**src/design/fes_pkg.sv**
```systemverilog
/*
 * Constants for the flash erase host sequencer: command codes, unlock
 * addresses, status bit positions, strobe timing and state encoding.
 * Assumes a 10 MHz system clock and a word-mode parallel flash.
 */
package fes_pkg;
	localparam int            CLK_MHZ        = 10;
	localparam int            ADDR_W         = 21;
	localparam int            DATA_W         = 16;
	localparam logic [20:0]   UNLOCK_ADDR_1  = 21'h000555;
	localparam logic [20:0]   UNLOCK_ADDR_2  = 21'h0002aa;
	localparam logic [15:0]   CMD_UNLOCK_1   = 16'h00aa;
	localparam logic [15:0]   CMD_UNLOCK_2   = 16'h0055;
	localparam logic [15:0]   CMD_SETUP      = 16'h0080;
	localparam logic [15:0]   CMD_CHIP_ERASE = 16'h0010;
	localparam logic [15:0]   CMD_SECT_ERASE = 16'h0030;
	localparam logic [15:0]   CMD_SUSPEND    = 16'h00b0;
	localparam logic [15:0]   CMD_RESUME     = 16'h0030;
	localparam logic [15:0]   CMD_RESET      = 16'h00f0;
	localparam int            SECT_HI        = 20;
	localparam int            SECT_LO        = 12;
	localparam int            DATA_POLL_POS  = 7;
	localparam int            TOGGLE_POS     = 6;
	localparam int            TIMEOUT_POS    = 5;
	localparam int            ERASE_TMR_POS  = 3;
	localparam int            ERASE_TGL_POS  = 2;
	// Strobe phase lengths, least times in ns, rounded up to cycles
	localparam int            T_STROBE_NS    = 100;
	localparam int            T_SETTLE_NS    = 100;
	localparam int            STROBE_CYC     = (T_STROBE_NS * CLK_MHZ + 999) / 1000;
	localparam int            SETTLE_CYC     = (T_SETTLE_NS * CLK_MHZ + 999) / 1000;
	localparam int            T_SUSPEND_US   = 20;
	localparam int            SUSPEND_CYC    = T_SUSPEND_US * CLK_MHZ;
	localparam logic [7:0]    STROBE_CNT     = 8'(STROBE_CYC);
	localparam logic [7:0]    SETTLE_CNT     = 8'(SETTLE_CYC);
	localparam logic [11:0]   SUSPEND_CNT    = 12'(SUSPEND_CYC);
	localparam logic [2:0]    SEQ_LEN        = 3'h6;

	typedef enum logic [2:0] {
		FES_IDLE    = 3'b000,
		FES_SETUP   = 3'b001,
		FES_STROBE  = 3'b010,
		FES_SETTLE  = 3'b011,
		FES_WAIT    = 3'b100
	} fes_state_t;

	typedef enum logic [2:0] {
		FES_OP_CHIP    = 3'h0,
		FES_OP_SECTOR  = 3'h1,
		FES_OP_SUSPEND = 3'h2,
		FES_OP_RESUME  = 3'h3,
		FES_OP_RESET   = 3'h4,
		FES_OP_READ    = 3'h5
	} fes_op_t;
endpackage : fes_pkg

```
**src/design/fes_host.sv**
```systemverilog
/*
 * Host-side erase sequencer for an asynchronous parallel NOR flash.
 * Issues chip/sector erase sequences, suspend, resume, reset and status
 * reads over the strobe pins, and tracks erase state by toggle polling.
 * Assumes the flash pins are wired directly; ready_busy_n is pulled up
 * externally and arrives asynchronously, as does read data.
 */
// Summary of operation
// - Chip erase: two unlocks, setup, two unlocks, chip erase command.
// - Sector erase: six writes, the last carries sector address and command.
// - One sector per erase; next only after previous completes.
// - Resume leaves suspend; repeated resumes are not sent.
// - Status polls use sect_q, the sector of the last erase or read command.
// - Final data is taken from a read after completion is seen.
// - Timeout bit with toggle still running flags failure, then reset.
`timescale 1ns/1ps
module fes_host
	import fes_pkg::*;
(
	input  wire logic                    sys_clk,
	input  wire logic                    reset,
	input  wire logic                    cmd_valid,
	input  wire fes_pkg::fes_op_t        cmd_op,
	input  wire logic [8:0]              cmd_sector,
	output logic                         cmd_ready,
	output logic                         done_pulse,
	output logic                         fail_pulse,
	output logic [15:0]                  read_data_q,
	output logic                         erasing_q,
	output logic                         suspended_q,
	output logic                         flash_busy,
	output logic [20:0]                  flash_addr_q,
	output logic [15:0]                  flash_dq_out_q,
	output logic                         flash_dq_oe_q,
	input  wire logic [15:0]             flash_dq_in,
	output logic                         flash_ce_n_q,
	output logic                         flash_we_n_q,
	output logic                         flash_oe_n_q,
	input  wire logic                    ready_busy_n
);
	import fes_pkg::*;

	fes_state_t          state_q, state_d;
	logic [2:0]          step_q, step_d;
	logic [15:0]         rd_word_q, rd_word_d;
	logic [7:0]          cnt_q, cnt_d;
	logic [11:0]         susp_cnt_q, susp_cnt_d;
	logic                is_read_q, is_read_d;
	logic                poll_q, poll_d;
	logic                have_prev_q, have_prev_d;
	logic                prev_tgl_q, prev_tgl_d;
	logic                to_seen_q, to_seen_d;
	logic [2:0]          op_q, op_d;
	logic [8:0]          sect_q, sect_d;
	logic                erasing_d, suspended_d;
	logic [15:0]         read_data_d;
	logic [20:0]         addr_d;
	logic [15:0]         dout_d;
	logic                oe_dq_d, ce_d, we_d, oe_d;
	logic                done_d, fail_d;
	logic                done_q, fail_q;
	logic [15:0]         dq_s1_q, dq_s2_q;
	logic                rb_s1_q, rb_s2_q;
	logic [20:0]         w_addr;
	logic [15:0]         w_data;
	logic                accept;
	logic                op_legal;

	// Async pins pass two flops before use
	always_ff @(posedge sys_clk) begin
		dq_s1_q <= flash_dq_in;
		dq_s2_q <= dq_s1_q;
		rb_s1_q <= ready_busy_n;
		rb_s2_q <= rb_s1_q;
	end

	assign flash_busy = ~rb_s2_q;
	assign done_pulse = done_q;
	assign fail_pulse = fail_q;

	// Write cycle address/data for each step of the selected operation
	always_comb begin
		w_addr = UNLOCK_ADDR_1;
		w_data = CMD_RESET;
		unique case (step_q)
			3'h0, 3'h3: begin
				w_addr = UNLOCK_ADDR_1;
				w_data = CMD_UNLOCK_1;
			end
			3'h1, 3'h4: begin
				w_addr = UNLOCK_ADDR_2;
				w_data = CMD_UNLOCK_2;
			end
			3'h2: begin
				w_addr = UNLOCK_ADDR_1;
				w_data = CMD_SETUP;
			end
			default: begin
				if (op_q == FES_OP_SECTOR) begin
					w_addr = {sect_q, 12'h000};
					w_data = CMD_SECT_ERASE;
				end else begin
					w_addr = UNLOCK_ADDR_1;
					w_data = CMD_CHIP_ERASE;
				end
			end
		endcase
		if (op_q == FES_OP_SUSPEND) begin
			w_data = CMD_SUSPEND;
		end else if (op_q == FES_OP_RESUME) begin
			w_data = CMD_RESUME;
		end else if (op_q == FES_OP_RESET) begin
			w_data = CMD_RESET;
		end
	end

	// Which commands are legal in the present erase state
	always_comb begin
		op_legal = 1'b0;
		unique case (cmd_op)
			FES_OP_CHIP, FES_OP_SECTOR: op_legal = ~erasing_q;
			FES_OP_SUSPEND: op_legal = erasing_q & ~suspended_q & (op_q == FES_OP_SECTOR);
			FES_OP_RESUME:  op_legal = suspended_q;
			FES_OP_RESET:   op_legal = ~erasing_q | to_seen_q;
			FES_OP_READ:    op_legal = 1'b1;
			default:        op_legal = 1'b0;
		endcase
	end

	// Suspend has to break into erase polling, everything else waits for it
	assign cmd_ready = (state_q == FES_IDLE) & op_legal &
		(~poll_q | (cmd_op == FES_OP_SUSPEND));
	assign accept    = cmd_valid & cmd_ready;

	always_comb begin
		state_d     = state_q;
		step_d      = step_q;
		rd_word_d   = rd_word_q;
		cnt_d       = cnt_q;
		susp_cnt_d  = susp_cnt_q;
		is_read_d   = is_read_q;
		poll_d      = poll_q;
		have_prev_d = have_prev_q;
		prev_tgl_d  = prev_tgl_q;
		to_seen_d   = to_seen_q;
		op_d        = op_q;
		sect_d      = sect_q;
		erasing_d   = erasing_q;
		suspended_d = suspended_q;
		read_data_d = read_data_q;
		addr_d      = flash_addr_q;
		dout_d      = flash_dq_out_q;
		oe_dq_d     = flash_dq_oe_q;
		ce_d        = flash_ce_n_q;
		we_d        = flash_we_n_q;
		oe_d        = flash_oe_n_q;
		done_d      = 1'b0;
		fail_d      = 1'b0;
		unique case (state_q)
			FES_IDLE: begin
				if (accept) begin
					is_read_d = (cmd_op == FES_OP_READ);
					if (cmd_op != FES_OP_READ) begin
						op_d = 3'(cmd_op);
					end
					if (cmd_op == FES_OP_CHIP || cmd_op == FES_OP_SECTOR) begin
						sect_d = (cmd_op == FES_OP_SECTOR) ? cmd_sector : 9'h000;
						step_d = 3'h0;
					end else begin
						step_d = 3'h5;
					end
					if (cmd_op == FES_OP_READ) begin
						sect_d = cmd_sector;
					end
					state_d = FES_SETUP;
				end else if (poll_q) begin
					// Polling re-reads sector sect_q, last set by an erase or read command
					is_read_d = 1'b1;
					state_d   = FES_SETUP;
				end
			end
			FES_SETUP: begin
				ce_d  = 1'b0;
				cnt_d = STROBE_CNT;
				if (is_read_q) begin
					addr_d  = {sect_q, 12'h000};
					oe_dq_d = 1'b0;
					oe_d    = 1'b0;
				end else begin
					addr_d  = w_addr;
					dout_d  = w_data;
					oe_dq_d = 1'b1;
					we_d    = 1'b0;
				end
				state_d = FES_STROBE;
			end
			FES_STROBE: begin
				if (cnt_q > 8'h01) begin
					cnt_d = cnt_q - 8'h01;
				end else begin
					ce_d    = 1'b1;
					we_d    = 1'b1;
					oe_d    = 1'b1;
					oe_dq_d = 1'b0;
					cnt_d   = SETTLE_CNT + 8'h02;
					state_d = FES_SETTLE;
				end
			end
			FES_SETTLE: begin
				// Synchroniser latency is covered by the extra settle cycles
				if (cnt_q > 8'h01) begin
					cnt_d = cnt_q - 8'h01;
					// Bus is released by now; only this synced copy saw the strobe
					if (cnt_q == SETTLE_CNT + 8'h01) begin
						rd_word_d = dq_s2_q;
					end
				end else if (is_read_q) begin
					is_read_d = 1'b0;
					state_d   = FES_IDLE;
					if (!poll_q) begin
						read_data_d = rd_word_q;
						done_d      = 1'b1;
					end else begin
						// Toggle compare on successive reads
						have_prev_d = 1'b1;
						prev_tgl_d  = rd_word_q[TOGGLE_POS];
						to_seen_d   = to_seen_q | rd_word_q[TIMEOUT_POS];
						if (have_prev_q && prev_tgl_q == rd_word_q[TOGGLE_POS]) begin
							// Stopped toggling: done, incl. protected sectors
							poll_d      = 1'b0;
							erasing_d   = 1'b0;
							have_prev_d = 1'b0;
							to_seen_d   = 1'b0;
							done_d      = 1'b1;
						end else if (have_prev_q && to_seen_q) begin
							// Still toggling after timeout: fail, host resets
							poll_d      = 1'b0;
							have_prev_d = 1'b0;
							fail_d      = 1'b1;
						end
					end
				end else if (step_q + 3'h1 < SEQ_LEN) begin
					step_d  = step_q + 3'h1;
					state_d = FES_SETUP;
				end else begin
					state_d = FES_IDLE;
					unique case (op_q)
						3'(FES_OP_CHIP), 3'(FES_OP_SECTOR): begin
							erasing_d   = 1'b1;
							poll_d      = 1'b1;
							have_prev_d = 1'b0;
							to_seen_d   = 1'b0;
						end
						3'(FES_OP_SUSPEND): begin
							susp_cnt_d = SUSPEND_CNT;
							state_d    = FES_WAIT;
						end
						3'(FES_OP_RESUME): begin
							suspended_d = 1'b0;
							op_d        = 3'(FES_OP_SECTOR);
							poll_d      = 1'b1;
							have_prev_d = 1'b0;
							done_d      = 1'b1;
						end
						default: begin
							erasing_d   = 1'b0;
							suspended_d = 1'b0;
							to_seen_d   = 1'b0;
							done_d      = 1'b1;
						end
					endcase
				end
			end
			FES_WAIT: begin
				if (susp_cnt_q > 12'h001) begin
					susp_cnt_d = susp_cnt_q - 12'h001;
				end else begin
					suspended_d = 1'b1;
					poll_d      = 1'b0;
					op_d        = 3'(FES_OP_SECTOR);
					done_d      = 1'b1;
					state_d     = FES_IDLE;
				end
			end
			default: state_d = FES_IDLE;
		endcase
	end

	always_ff @(posedge sys_clk) begin
		if (reset) begin
			state_q        <= FES_IDLE;
			step_q         <= 3'h0;
			rd_word_q      <= 16'h0000;
			cnt_q          <= 8'h00;
			susp_cnt_q     <= 12'h000;
			is_read_q      <= 1'b0;
			poll_q         <= 1'b0;
			have_prev_q    <= 1'b0;
			prev_tgl_q     <= 1'b0;
			to_seen_q      <= 1'b0;
			op_q           <= 3'h0;
			sect_q         <= 9'h000;
			erasing_q      <= 1'b0;
			suspended_q    <= 1'b0;
			read_data_q    <= 16'h0000;
			flash_addr_q   <= 21'h000000;
			flash_dq_out_q <= 16'h0000;
			flash_dq_oe_q  <= 1'b0;
			flash_ce_n_q   <= 1'b1;
			flash_we_n_q   <= 1'b1;
			flash_oe_n_q   <= 1'b1;
			done_q         <= 1'b0;
			fail_q         <= 1'b0;
		end else begin
			state_q        <= state_d;
			step_q         <= step_d;
			rd_word_q      <= rd_word_d;
			cnt_q          <= cnt_d;
			susp_cnt_q     <= susp_cnt_d;
			is_read_q      <= is_read_d;
			poll_q         <= poll_d;
			have_prev_q    <= have_prev_d;
			prev_tgl_q     <= prev_tgl_d;
			to_seen_q      <= to_seen_d;
			op_q           <= op_d;
			sect_q         <= sect_d;
			erasing_q      <= erasing_d;
			suspended_q    <= suspended_d;
			read_data_q    <= read_data_d;
			flash_addr_q   <= addr_d;
			flash_dq_out_q <= dout_d;
			flash_dq_oe_q  <= oe_dq_d;
			flash_ce_n_q   <= ce_d;
			flash_we_n_q   <= we_d;
			flash_oe_n_q   <= oe_d;
			done_q         <= done_d;
			fail_q         <= fail_d;
		end
	end
endmodule : fes_host

```
**config.mk**
```make
export PLATFORM = sky130hd
export DESIGN_NAME = fes_host
export DESIGN_NICKNAME = d
export VERILOG_FILES = /design/src/design/fes_pkg.sv /design/src/design/fes_host.sv
export SDC_FILE = /design/constraint.sdc
export NUM_CORES = 1
export LEC_CHECK = 0
export BUFFER_PORTS_ARGS = -buffer_cell sky130_fd_sc_hd__buf_2
export CAP_MARGIN = 20
export CORE_UTILIZATION = 56
export CTS_BUF_LIST = sky130_fd_sc_hd__clkbuf_16
export DETAILED_ROUTE_END_ITERATION = 8
export PLACE_DENSITY = 0.77
export SETUP_SLACK_MARGIN = 0.15
export SLEW_MARGIN = 20
export SYNTH_ARGS = -nofsm -noshare
export SYNTH_HDL_FRONTEND = slang
export SYNTH_SLANG_ARGS = --single-unit
```
**constraint.sdc**
```tcl
create_clock -name sys_clk -period 2.55 [get_ports sys_clk]
set_input_delay 0.255 -clock sys_clk [delete_from_list [all_inputs] [get_ports sys_clk]]
set_output_delay 0.255 -clock sys_clk [all_outputs]
set_load 0.05 [all_outputs]
```
* Word-level counts from Yosys, hierarchy flattened *
Index checks and enable logic that the tools add are counted.

operators by class
  order comparisons = 3
  bitwise operators = 15
  add/sub/neg operators = 3
  reductions and logical operators = 42
  eq/ne operators = 42
  mux-type cells = 94

operators by type and width
  cell                   count
  $mux 12                5
  $mux 3                 20
  $mux 16                3
  $pmux 8 s3             2
  $mux 21                2
  $pmux 21 s2            1
  $mux 1                 41
  $ne 2x2->1 const B     15
  $mux 9                 3
  $eq 3x2->1 const B     8
  $pmux 12 s2            1
  $reduce_and 5->1       4
  $pmux 1 s2             9
  $reduce_and 6->1       3
  $mux 8                 2
  $eq 3x3->1 const B     5
  $pmux 3 s5             1
  $reduce_and 3->1       5
  $eq 3x1->1 const B     4
  $gt 12x1->1 const B    1
  $logic_not 3->1        4
  $ne 3x3->1 const B     4
  $reduce_and 4->1       3
  $sub 12x1->12 const B  1
  23 further kinds       52

storage, ports and cells
  output and inout bits = 63
  register bits = 154

* Longest topological paths before layout *
  depth after elaboration = 9
  depth in mapped cells = 9

* Least setup slack after synthesis *
Ideal clock, no wire load.

  kind = register to register
  start = register cnt_q[0]
  end = register cnt_q[3]
  clock period less this slack = 2267 ps
  stages on the path, launching flop included = 8
  arrival = 2194 ps
  library setup time = 73 ps
  slack = 283 ps
  cells stage by stage = dfxtp_1 -> inv_1 -> ha_1 -> o21bai_1 -> nor3_4 -> a31o_2 -> or4b_2 -> a21oi_1

between the ends
  longest elaborated chain between the ends = 3
  elaborated cells on any way between the ends = 7

RTL lines
  what                                                   RTL line         RTL
  from (decl)                                            fes_host.sv:46   logic [7:0] cnt_q, cnt_d;
  from (signal assigned)                                 fes_host.sv:318  cnt_q <= cnt_d;
  $sub 8x1->8 / $gt 8x1->1 (equally long branches)       --
  $mux 8 (tied with other cells)                         fes_host.sv:211  if (cnt_q > 8'h01) begin
  $pmux 8 s3 / $reduce_and 2->1 (equally long branches)  --

Several ways; a longest one is shown, not always the timed one. The select of a mux whose other input is x is not followed.
A chain may end at the register's enable or synchronous reset.

* Worst setup path after layout *
  start = register step_q[0]
  end = register susp_cnt_q[10]

between the ends
  longest elaborated chain between the ends = 4

RTL lines
  what                        RTL line         RTL
  from (decl)                 fes_host.sv:44   logic [2:0] step_q, step_d;
  from (signal assigned)      fes_host.sv:316  step_q <= step_d;
  $add 3x1->3                 fes_host.sv:242  end else if (step_q + 3'h1 < SEQ_LEN) begin
  $lt 3x3->1                  fes_host.sv:242
  $ne 2x2->1 (no line)        --
  $reduce_and 6->1 (no line)  --
  to (signal assigned)        fes_host.sv:319  susp_cnt_q <= susp_cnt_d;
  to (decl)                   fes_host.sv:47   logic [11:0] susp_cnt_q, susp_cnt_d;

Every way passes these cells.

==> reports/results.tsv <==
stage	metric	value	unit
placed_design	HPWL after DPL	8710	um
hold_path	Min-Delay Path Class	primary input to flip-flop	
yosys	Top FF cell, synth	dfxtp_1	
placed_design	Buffers on Ports	85	
sta	final slew viol count	0	
global_route	global-route wire length before repair	21800	um
worst_setup_path	Critical Path RT	2900	ps
sta	final hold viol count	0	
final_layout	Ant. Diodes	0	
yosys	top cells by area, synth	dfxtp_1 48%, nand2_1 5.7%, a21oi_1 5.4%	
worst_setup_path	crit path DAT	2680	ps
worst_setup_path	Cell Chain, Critical Path	ha_1 > ha_1 > nor2b_2 > a21oi_2 > or4_1 > or4_1 > a21oi_1	
global_route	initial antenna violation count	0	
yosys	post-synth cell types	72	
status	status	finished, final reports clean	
floorplan	die area	10400	um2
sta	final worst slack	226	ps
drt	Via density	5.69	
floorplan	FP Rows	36	
job	max-cap violations	0	
drt	# DRC	0	
global_route	gr usage total	26.8	%
final_layout	Final nets	766	
final_layout	most frequent cells in the layout	134 x dfxtp_1, 85 x nand2_1, 85 x buf_2, 60 x a21oi_1, 54 x nor2_1	
drt	Initial DRT Pass Iterations	5	
worst_setup_path	Critical Path End Type	flip-flop	
final_layout	commonest non-fill, non-tap cell in the layout	dfxtp_1	
worst_setup_path	Critical Path Source	step_q[0]$_SDFFE_PP0P_	
power	P_leak	2.83	nW
yosys	EDFF count, synth	0	
cts	CTS Sinks	134	
sta	clock skew	12.7	ps
hold_path	hold wc startpoint	cmd_sector[0]	
yosys	area leader, netlist	dfxtp_1	
placed_design	Placed Area	6080	um2
cts	clock tree from TritonCTS	yes	
yosys	flops & latches, synth	134	
final_layout	layout cells sized above 1	22.7	%
sta	Worst-Margin Slew	1080	ps
worst_setup_path	critical path type	flip-flop to flip-flop	
placed_design	pre-CTS setup slack	138	ps
cts	clk root buf	clkbuf_16	
yosys	Synth Cell Area	5600	um2
floorplan	io pins	95	
cts	H-Tree Depth	4	
yosys	register area share after synthesis	47.9	%
drt	number of routed nets with antenna violations	0	
yosys	Synth Area per Inst	8.99	um2
cts	Clock Path Buffers	2	
floorplan	die height	102	um
cts	Clock transition at path regs	70	ps
worst_setup_path	CP Max Fanout	5	
sta	achievable frequency	430	MHz
worst_setup_path	Crit-path slowest cell	or4_1	
floorplan	Die Span X	102	um
floorplan	core area	9730	um2
global_route	largest net degree at the start of global routing	73	
final_layout	Area Overhead vs Synth	24.2	%
sta	slew margin rel.	26.9	%
global_route	GRT overflow	0	
drt	DR iter-0 viols	248	
drt	total routed wirelength	13700	um
floorplan	Starting Density	57.6	%
drt	WL/cell	15.7	um
final_layout	cell area after layout	6960	um2
power	PD cells	1050	nW/um2
cts	CTS Buf Count	17	
drt	Vias	4946	
worst_setup_path	Max stage delay on crit path	500	ps
sta	# setup viols final	0	
sta	Final min period	2320	ps
worst_setup_path	reg2reg start	step_q[0]$_SDFFE_PP0P_	
yosys	Synthesis Warnings	0	
cts	clk_lat worst skew	420	ps
power	Power Total	7.30	mW
sta	final setup TNS	0	ps
placed_design	Placer Congestion	0.918	
worst_setup_path	crit start category	flip-flop	
yosys	top-area cell type share of the netlist area	47.9	%
global_route	vias in the first global route	4643	
yosys	Async SR Flop Fraction	0	%
yosys	Post-Synthesis Cells	623	
power	Peak VDD IR	578	uV
sta	RSZ-0062 raised after global routing	no	
sta	fin crit share	91.2	%
## what timing repair did
action / in CTS / in global routing
pin swaps: 1 / 2
resized for setup: 1 / 4
hold buffers: 17 / 0
setup buffers: 4 / 1
endpoints found under the setup margin: 2 / 13
hold endpoints to repair: 17 / 0
## sequential cells by signal, summed over array words and instances, names as in the netlist, 3 cells and up
register        count
step_q              3
sect_q              9
flash_addr_q       11
read_data_q        16
cnt_q               8
dq_s1_q            16
state_q             3
op_q                3
rd_word_q          16
susp_cnt_q         12
flash_dq_out_q      6
dq_s2_q            16
## synthesized netlist by cell type (all sizes together) (4+ instances only)
master,count
dfxtp,134
nand2,85
a21oi,61
nor2,54
buf,32
mux2i,24
clkbuf,23
o21ai,23
nor3,15
o31ai,13
inv,12
nand2b,11
a22oi,10
ha,10
or3,10
a211oi,8
nand3,7
or4,7
a31oi,6
nor2b,6
nor4,5
o41ai,5
a21o,4
and3,4
nand3b,4
or2,4
## stage by stage
step	instances	utilization, %	hold WS [ps]
floorplan	631	-	283
global placement	816	62.4	311
detailed placement	816	62.4	312
CTS	869	71.3	93.4
global route	870	71.5	99.0
finish	870	71.5	98.1
## cells by family (layout without fill, tap and decap cells)
logic type,after synthesis,in the layout,share of synthesized area [%]
multiplexers,25,25,4.49
other,1,9,0.0669
XOR/XNOR,1,1,0.156
adder cells (fa/ha/maj),10,10,2.23
AND/OR/NAND/NOR,226,226,20.1
buffers and inverters,68,174,6.48
flip-flops,134,134,47.9
AO/OA/AOI/OAI,158,158,18.6
## critical path, delay by kind of cell (launching register included)
kind            cells  cell delay [ps]
fa+ha+maj           2              530
flops               1              350
simple gates        3             1130
compound gates      2              260
## metal layers
metal	routed length [um]	global-route usage [%]
met5	0	0
met2	6760	45.8
met3	752	5.75
met1	5960	33.1
met4	193	10.2
## final cells by class
class / count / area (um2)
clock buffers: 17 / 425
clock inverters: 15 / 225
fillers: 714 / 2770
inverters: 13 / 48.8
multi-input cells: 429 / 2610
flip-flops and latches: 134 / 2680
well taps: 133 / 166
repair buffers: 129 / 798
## final timing paths
kind	depth (start not counted)	slack, ps	to
max	7	230	susp_cnt_q[10]$_SDFFE_PP0P_
max reg2reg	7	230	susp_cnt_q[10]$_SDFFE_PP0P_
min	3	100	sect_q[0]$_SDFFE_PP0P_
min reg2reg	0	320	dq_s2_q[0]$_DFF_P_
## where the power goes
group | internal [mW] | total (mW) | leakage (nW) | switching, mW
Sequential | 2.29 | 2.48 | 1.10 | 0.194
Clock | 1.61 | 2.67 | 0.320 | 1.07
Combinational | 0.751 | 2.15 | 1.42 | 1.40
Total | 4.64 | 7.30 | 2.83 | 2.66
Note: power is estimated with default switching activity, not from simulation.
